$ cat src/vrdc_defs.svh
/*
 * Offsets, field positions, reset values and timing counts of the voltage
 * reference and supply detect control block.
 * Assumes it is included by bare name from the package and the design files.
 */
`ifndef VRDC_DEFS_SVH
`define VRDC_DEFS_SVH

// ----------------------------------------------------------------------------
// Register offsets on the plain register port
// ----------------------------------------------------------------------------
`define VRDC_ADDR_W 2
`define VRDC_OFS_LADDER 2'h0
`define VRDC_OFS_FIXED 2'h1
`define VRDC_OFS_DETECT 2'h2

// ----------------------------------------------------------------------------
// Field positions
// ----------------------------------------------------------------------------
`define VRDC_LAD_POWER_BIT 7
`define VRDC_LAD_PIN_BIT 6
`define VRDC_LAD_RANGE_BIT 5
`define VRDC_LAD_SOURCE_BIT 4
`define VRDC_LAD_TAP_MSB 3
`define VRDC_LAD_TAP_LSB 0
`define VRDC_FIX_ENABLE_BIT 7
`define VRDC_FIX_STABLE_BIT 6
`define VRDC_DET_DIR_BIT 7
`define VRDC_DET_STABLE_BIT 5
`define VRDC_DET_POWER_BIT 4
`define VRDC_DET_CODE_MSB 3
`define VRDC_DET_CODE_LSB 0

// ----------------------------------------------------------------------------
// Reset values and special codes
// ----------------------------------------------------------------------------
`define VRDC_LADDER_RESET 8'h00
`define VRDC_FIXED_ENABLE_RESET 1'b0
`define VRDC_DETECT_CODE_RESET 4'h5
`define VRDC_DETECT_CODE_EXT 4'hf

// ----------------------------------------------------------------------------
// Synchroniser width and blanking after each power-up
// ----------------------------------------------------------------------------
`define VRDC_SYNC_W 4
`define VRDC_BLANK_CYC 2'h3

`endif

$ cat src/vrdc_pkg.sv
/*
 * Types of the voltage reference and supply detect control block.
 * Assumes vrdc_defs.svh is reachable on the include path.
 */
`include "vrdc_defs.svh"

package vrdc_pkg;

    // ------------------------------------------------------------------------
    // Whole state of the control module
    // ------------------------------------------------------------------------
    typedef struct packed {
        logic [7:0] ladder_ctrl;
        logic fixed_ref_enable;
        logic fixed_ref_power;
        logic fixed_ref_stable;
        logic [1:0] fixed_blank;
        logic detect_direction;
        logic detector_power_enable;
        logic [3:0] trip_point_code;
        logic external_detect_select;
        logic detector_reference_stable;
        logic [1:0] detect_blank;
        logic detector_event_flag;
        logic [7:0] rdata;
    } vrdc_state_t;

endpackage : vrdc_pkg

$ cat src/vrdc_sync_if.sv
/*
 * Carrier between the control module and its synchroniser.
 * Assumes the raw bits come from analog circuits outside the clock domain.
 */
`timescale 1ns/1ns
`include "vrdc_defs.svh"

interface vrdc_sync_if;
    logic [`VRDC_SYNC_W-1:0] raw;
    logic [`VRDC_SYNC_W-1:0] synced;
    modport ctrl (output raw, input synced);
    modport sync (input raw, output synced);
endinterface : vrdc_sync_if

$ cat src/vrdc_sync.sv
/*
 * Two flip-flop synchroniser for the analog status indications.
 * Assumes each raw bit is a slow level; pulses shorter than a clock are lost.
 */
`timescale 1ns/1ns

module vrdc_sync
    import vrdc_pkg::*;
#(
    parameter int W = 4
) (
    input wire logic clk,
    input wire logic resetn,
    vrdc_sync_if.sync sif
);
    typedef struct packed {
        logic [W-1:0] meta;
        logic [W-1:0] sync;
    } vrdc_sync_state_t;

    vrdc_sync_state_t s_q;
    vrdc_sync_state_t s_d;

    // The first stage feeds the second stage only.
    always_comb begin
        s_d.meta = sif.raw;
        s_d.sync = s_q.meta;
    end

    always_ff @(posedge clk or negedge resetn) begin
        if (!resetn) begin
            s_q <= '0;
        end else begin
            s_q <= s_d;
        end
    end

    assign sif.synced = s_q.sync;

endmodule : vrdc_sync

$ cat src/vrdc_ctrl.sv
/*
 * Control and status logic for the fixed reference, the reference ladder and
 * the supply detector, reached through three 8-bit registers.
 * Assumes a register master on the same clock and analog indications that
 * arrive asynchronously; the interrupt enable lives outside this block.
 */
// The address map and the address-and-strobe port were chosen for this implementation.
`timescale 1ns/1ns
`include "vrdc_defs.svh"

// Contract
// - Fixed reference enable bit powers reference on.
// - Oscillator, detector or brownout also power it.
// - Fixed stable flag reads powered and settled.
// - Ladder power bit powers ladder up/down.
// - Pin output bit drives pin, overrides direction.
// - Range bit one selects low range.
// - Source bit one selects external reference pins.
// - Four-bit tap value chooses ladder tap.
// - Detector power bit switches detector on/off.
// - Detector stable flag set after each enable.
// - No event flag before detector is stable.
// - Direction bit picks at-or-above or at-or-below.
// - Trip code 1111 selects external detect input.
// - Crossing sets event flag; enabled flag interrupts.
// - Cleared flag sets again while condition persists.
// - Reset disables references, clears ladder fields.
module vrdc_ctrl
    import vrdc_pkg::*;
(
    input wire logic clk,
    input wire logic resetn,
    input wire logic [`VRDC_ADDR_W-1:0] reg_addr,
    input wire logic [7:0] reg_wdata,
    input wire logic reg_write,
    input wire logic reg_read,
    output logic [7:0] reg_rdata,
    input wire logic internal_fast_oscillator_on,
    input wire logic brownout_reset_on,
    input wire logic detector_interrupt_enable,
    input wire logic detector_event_clear,
    input wire logic fixed_ref_ready_raw,
    input wire logic detector_ref_ready_raw,
    input wire logic supply_at_or_above_raw,
    input wire logic supply_at_or_below_raw,
    output logic fixed_ref_power,
    output logic ladder_power,
    output logic ladder_pin_drive,
    output logic port_a_direction_override,
    output logic ladder_range_low,
    output logic ladder_source_ext,
    output logic [3:0] ladder_tap_value,
    output logic detector_power,
    output logic detect_direction,
    output logic [3:0] trip_point_code,
    output logic external_detect_select,
    output logic detector_event_flag,
    output logic detector_irq
);

    // ------------------------------------------------------------------------
    // Decoding helpers
    // ------------------------------------------------------------------------
    function automatic logic vrdc_hit(
        input logic [`VRDC_ADDR_W-1:0] addr,
        input logic [`VRDC_ADDR_W-1:0] ofs,
        input logic strobe
    );
        vrdc_hit = strobe && (addr == ofs);
    endfunction : vrdc_hit

    function automatic logic [7:0] vrdc_read_value(
        input logic [`VRDC_ADDR_W-1:0] addr,
        input vrdc_state_t st
    );
        logic [7:0] v;
        v = 8'h00;
        case (addr)
            `VRDC_OFS_LADDER: begin
                v = st.ladder_ctrl;
            end
            `VRDC_OFS_FIXED: begin
                v[`VRDC_FIX_ENABLE_BIT] = st.fixed_ref_enable;
                v[`VRDC_FIX_STABLE_BIT] = st.fixed_ref_stable;
            end
            `VRDC_OFS_DETECT: begin
                v[`VRDC_DET_DIR_BIT] = st.detect_direction;
                v[`VRDC_DET_STABLE_BIT] = st.detector_reference_stable;
                v[`VRDC_DET_POWER_BIT] = st.detector_power_enable;
                v[`VRDC_DET_CODE_MSB:`VRDC_DET_CODE_LSB] = st.trip_point_code;
            end
            default: begin
                v = 8'h00;
            end
        endcase
        vrdc_read_value = v;
    endfunction : vrdc_read_value

    // ------------------------------------------------------------------------
    // Synchronised analog indications
    // ------------------------------------------------------------------------
    vrdc_sync_if sif ();

    assign sif.raw = {supply_at_or_below_raw, supply_at_or_above_raw,
                      detector_ref_ready_raw, fixed_ref_ready_raw};

    // The analog levels are read only after the second flip-flop.
    vrdc_sync #(
        .W(`VRDC_SYNC_W)
    ) u_sync (
        .clk(clk),
        .resetn(resetn),
        .sif(sif)
    );

    logic fixed_ready_s;
    logic detect_ready_s;
    logic above_s;
    logic below_s;

    assign fixed_ready_s = sif.synced[0];
    assign detect_ready_s = sif.synced[1];
    assign above_s = sif.synced[2];
    assign below_s = sif.synced[3];

    // ------------------------------------------------------------------------
    // State
    // ------------------------------------------------------------------------
    vrdc_state_t s_q;
    vrdc_state_t s_d;

    logic wr_ladder;
    logic wr_fixed;
    logic wr_detect;
    logic trip_now;
    logic event_set;

    assign wr_ladder = vrdc_hit(reg_addr, `VRDC_OFS_LADDER, reg_write);
    assign wr_fixed = vrdc_hit(reg_addr, `VRDC_OFS_FIXED, reg_write);
    assign wr_detect = vrdc_hit(reg_addr, `VRDC_OFS_DETECT, reg_write);

    // The comparator reports both sides so that equality counts either way.
    assign trip_now = s_q.detect_direction ? above_s : below_s;
    assign event_set = s_q.detector_power_enable && s_q.detector_reference_stable
                       && trip_now;

    always_comb begin
        s_d = s_q;

        // Ladder register is fully writable.
        if (wr_ladder) begin
            s_d.ladder_ctrl = reg_wdata;
        end

        // Only the enable bit is writable; the rest is ignored.
        if (wr_fixed) begin
            s_d.fixed_ref_enable = reg_wdata[`VRDC_FIX_ENABLE_BIT];
        end

        if (wr_detect) begin
            s_d.detect_direction = reg_wdata[`VRDC_DET_DIR_BIT];
            s_d.detector_power_enable = reg_wdata[`VRDC_DET_POWER_BIT];
            s_d.trip_point_code =
                reg_wdata[`VRDC_DET_CODE_MSB:`VRDC_DET_CODE_LSB];
        end

        s_d.external_detect_select =
            (s_d.trip_point_code == `VRDC_DETECT_CODE_EXT);

        // Any client of the reference keeps it powered.
        s_d.fixed_ref_power = s_d.fixed_ref_enable || s_d.detector_power_enable
                              || internal_fast_oscillator_on || brownout_reset_on;

        // A stale ready level from an earlier power-up is blanked out.
        if (!s_q.fixed_ref_power) begin
            s_d.fixed_blank = `VRDC_BLANK_CYC;
            s_d.fixed_ref_stable = 1'b0;
        end else if (s_q.fixed_blank != 2'h0) begin
            s_d.fixed_blank = s_q.fixed_blank - 2'h1;
        end else begin
            s_d.fixed_ref_stable = s_q.fixed_ref_stable || fixed_ready_s;
        end

        // Stability is earned again after every enable.
        if (!s_q.detector_power_enable) begin
            s_d.detect_blank = `VRDC_BLANK_CYC;
            s_d.detector_reference_stable = 1'b0;
        end else if (s_q.detect_blank != 2'h0) begin
            s_d.detect_blank = s_q.detect_blank - 2'h1;
        end else begin
            s_d.detector_reference_stable =
                s_q.detector_reference_stable || detect_ready_s;
        end

        // A new event in the cycle of the clear wins over the clear.
        s_d.detector_event_flag =
            (s_q.detector_event_flag && !detector_event_clear) || event_set;

        // Read data stand for one cycle only; unmapped offsets read zero.
        s_d.rdata = reg_read ? vrdc_read_value(reg_addr, s_q) : 8'h00;
    end

    always_ff @(posedge clk or negedge resetn) begin
        if (!resetn) begin
            s_q <= '0;
            s_q.ladder_ctrl <= `VRDC_LADDER_RESET;
            s_q.fixed_ref_enable <= `VRDC_FIXED_ENABLE_RESET;
            s_q.trip_point_code <= `VRDC_DETECT_CODE_RESET;
            s_q.fixed_blank <= `VRDC_BLANK_CYC;
            s_q.detect_blank <= `VRDC_BLANK_CYC;
        end else begin
            s_q <= s_d;
        end
    end

    // ------------------------------------------------------------------------
    // Outputs
    // ------------------------------------------------------------------------
    assign reg_rdata = s_q.rdata;
    assign fixed_ref_power = s_q.fixed_ref_power;
    assign ladder_power = s_q.ladder_ctrl[`VRDC_LAD_POWER_BIT];
    assign ladder_pin_drive = s_q.ladder_ctrl[`VRDC_LAD_PIN_BIT];
    // The pin buffer obeys this rather than the port direction bit.
    assign port_a_direction_override = s_q.ladder_ctrl[`VRDC_LAD_PIN_BIT];
    assign ladder_range_low = s_q.ladder_ctrl[`VRDC_LAD_RANGE_BIT];
    assign ladder_source_ext = s_q.ladder_ctrl[`VRDC_LAD_SOURCE_BIT];
    assign ladder_tap_value =
        s_q.ladder_ctrl[`VRDC_LAD_TAP_MSB:`VRDC_LAD_TAP_LSB];
    assign detector_power = s_q.detector_power_enable;
    assign detect_direction = s_q.detect_direction;
    assign trip_point_code = s_q.trip_point_code;
    assign external_detect_select = s_q.external_detect_select;
    assign detector_event_flag = s_q.detector_event_flag;
    assign detector_irq = s_q.detector_event_flag && detector_interrupt_enable;
endmodule : vrdc_ctrl

$ cat config.mk
export PLATFORM = sky130hd
export DESIGN_NAME = vrdc_ctrl
export DESIGN_NICKNAME = d
export VERILOG_FILES = /design/src/vrdc_pkg.sv /design/src/vrdc_sync_if.sv /design/src/vrdc_sync.sv /design/src/vrdc_ctrl.sv
export VERILOG_INCLUDE_DIRS = /design/src /design/src/src
export SDC_FILE = /design/constraint.sdc
export NUM_CORES = 1
export LEC_CHECK = 0
export ABC_CLOCK_PERIOD_IN_PS = 1900
export BUFFER_PORTS_ARGS = -buffer_cell sky130_fd_sc_hd__buf_4
export CAP_MARGIN = 5
export CORE_UTILIZATION = 54
export DETAILED_ROUTE_END_ITERATION = 10
export PLACE_DENSITY = 0.95
export SLEW_MARGIN = 20
export SYNTH_ARGS = -nofsm -noshare
export SYNTH_HDL_FRONTEND = slang
export SYNTH_HIERARCHICAL = 1
export SYNTH_SLANG_ARGS = --single-unit
$ cat constraint.sdc
create_clock -name clk -period 1.9 [get_ports clk]
set_input_delay 0 -clock clk [delete_from_list [all_inputs] [get_ports clk]]
set_output_delay 0 -clock clk [all_outputs]
set_load 0.05 [all_outputs]
==> results.toml <==
[detailed_routing]
drc = 2
postRouteWirelength_um = 3540
num_vias = 1087
vias_per_cell = 5.20
first_pass_iters = 7
wl_per_cell_um = 16.9
antenna_left = 0
first_iter_violations = 22

[pwr]
leakagePower_uw = 0.00107
power.density_mw_per_mm2 = 1110
ir_worst_vdd_v = 0.000754
power_uw = 2410

[sta]
max_freq_mhz = 545
holdWs_ns = 0.0795
tightestPinTransition_ns = 0.654
fin_crit_sh_pct = 96.6
maxSlewViolCount = 0
slew-limit-headroom_pct = 56.2
fin_tns_setup_ns = 0
rsz0062_at_grt = "false"
fin_crit_ns = 1.83
fin_skew_ns = 0.00851
setup_viol = 0
hold_violations = 0

[critical_path]
critPathMaxFanout = 7
r2r_cells = 3
crit_chain = "mux2_4 > or4_1 > dlygate4sd3_1"
crit_arrival_ns = 2.06
path_class = "flop to flop"
max_stage_delay_ns = 0.57
critPathLaunchType = "flop"
cp_slowest_cell = "dlygate4sd3_1"
cp-end-kind = "flop"
critPathRequiredTime_ns = 2.13

[synthesis]
synth_area_per_cell_um2 = 13.6
yosys.area.top_type_share_pct = 50.7
synth_nets = 147
async_flop_share_pct = 100
ys.flop_type = "dfrtp_1"
synth_edf_count = 0
yosysWarnings = 6
syn-cell-area_mm2 = 0.00168
synthTopCellsByArea = "dfrtp_1 51%, dfstp_2 9.4%, mux2_2 9.4%, buf_4 7.6%, mux2i_1 6.0%"
ys_seq_elements = 40
synth_cell_type_count = 25
yosys.area.top_type = "dfrtp_1"
syn_inst = 123
seq_area_frac_synth_pct = 60.1

[layout]
antenna_cells = 0
post-route-cell-area_mm2 = 0.00217
layout_common_cells = "48 x buf_4, 34 x dfrtp_1, 18 x dlygate4sd3_1, 14 x mux2_2, 10 x mux2i_1"
area_growth_pct = 29.7
nNetsFinal = 201
stdcell_count = 209
post_route_cells_drive_above_1_share_pct = 43.8
final_common_cell = "buf_4"

[global_routing]
grt_overflow_total = 0
grt_pass1_wl_um = 5550
grt_max_degree = 41
antenna_found_initial = 0
grt_pass1_vias = 1131
grtUsageTotal_pct = 23.4

[placed_design]
gp_congestion = 0.755
dp.cells = 183
dpl_cell_area_mm2 = 0.00193
dp_hpwl_um = 2150
io_buffers = 48

[min_path]
hold_path_class = "input port to flop"
hold_depth = 3

[clocking]
clock-sinks = 40
cts_tree = "built"
cts_buffer_depth = 2
clk_latency_ns = 0.33
cts-root-buf = "clkbuf_4"
postCtsSetupBuffers = 0
clk_pin_slew_ns = 0.11
cts_buffers = 5
htree_num_levels = 2

[floorplan]
fp.dieArea_mm2 = 0.00333
coreArea_mm2 = 0.00285
die_h_um = 57.7
ios = 49
fp.dieW_um = 57.7
rows = 19
initial_utilization_pct = 58.8

[run_status]
outcome = "finished, violations left"
violations = "DRC"

[run]
drv_cap = 0
-- state kept, by name (all words and copies together) (netlist names) --
register and cells:
trip_point_code 4, ladder_range_low 1, u_sync/s_d 4, ladder_power 1, ladder_tap_value 4, detect_direction 1, ladder_pin_drive 1, detector_event_flag 1
ladder_source_ext 1, fixed_ref_power 1, reg_rdata 8, external_detect_select 1, u_sync/sif.synced 4, s_q 7, detector_power 1
-- stage by stage --
step           worst slack, ns  util, %
4_1_cts                  0.105     76.2
3_5_place_dp             0.597     67.5
5_1_grt                 0.0170     76.2
3_3_place_gp             0.583     67.5
2_1_floorplan            0.460        -
6_report                0.0652     76.2
-- area by class of cell --
cell class | instances | area, um2
clock buffers | 8 | 68.8
fillers | 182 | 678
flip-flops and latches | 40 | 1010
repair buffers | 66 | 541
inverters | 5 | 18.8
multi-input cells | 59 | 499
well taps | 31 | 38.8
-- critical path, delay by kind of cell (launching register included) --
kind          cells  cell delay (ns)
flops             1             0.47
simple gates      1             0.40
buf+inv           1             0.57
mux               1             0.30
-- where the power goes --
part	switching, uW	leakage [uW]	total (uW)	internal [uW]
clock	250	0.0000386	468	218
sequential	107	0.000481	1130	1020
combinational	506	0.000554	812	307
-- synthesized netlist by cell type (5+ instances only) --
| master | instances |
|---|---|
| inv_1 | 5 |
| nand2_1 | 5 |
| nor2_1 | 6 |
| dfstp_2 | 6 |
| mux2_2 | 14 |
| dfrtp_1 | 34 |
| mux2i_1 | 10 |
| buf_4 | 17 |
-- logic make-up (layout without fill, tap and decap cells) --
kind of cell / after synthesis / in the layout / synth area share (%)
XOR/XNOR: 2 / 2 / 1.04
flip-flops: 40 / 40 / 60.1
adder cells (fa/ha/maj): 2 / 2 / 1.49
multiplexers: 25 / 25 / 16.3
AND/OR/NAND/NOR: 24 / 24 / 8.81
AO/OA/AOI/OAI: 6 / 6 / 2.16
buffers and inverters: 24 / 79 / 10.1
-- layer usage --
| metal | track usage [%] | wire, um |
|---|---|---|
| met1 | 28.8 | 1490 |
| met3 | 6.03 | 133 |
| met2 | 37.0 | 1830 |
| met5 | 0 | 0 |
| met4 | 15.0 | 78 |
-- final timing paths --
check	endpoint	slack, ns	start
setup / recovery	fixed_ref_power	0.07	detector_power
hold / removal	external_detect_select	0.08	reg_write
setup reg to reg	fixed_ref_power	0.07	detector_power
hold reg to reg	u_sync/sif.synced[2]	0.36	u_sync/s_d[2]
max in group asynchronous	s_q[20]	1.39	resetn
min in group asynchronous	u_sync/sif.synced[0]	0.15	resetn
-- timing repair --
| action | CTS | global route |
|---|---|---|
| hold endpoints to repair | 64 | 0 |
| resized for setup | 0 | 0 |
| hold buffers | 18 | 0 |
Power figures use the tool's default switching activity.
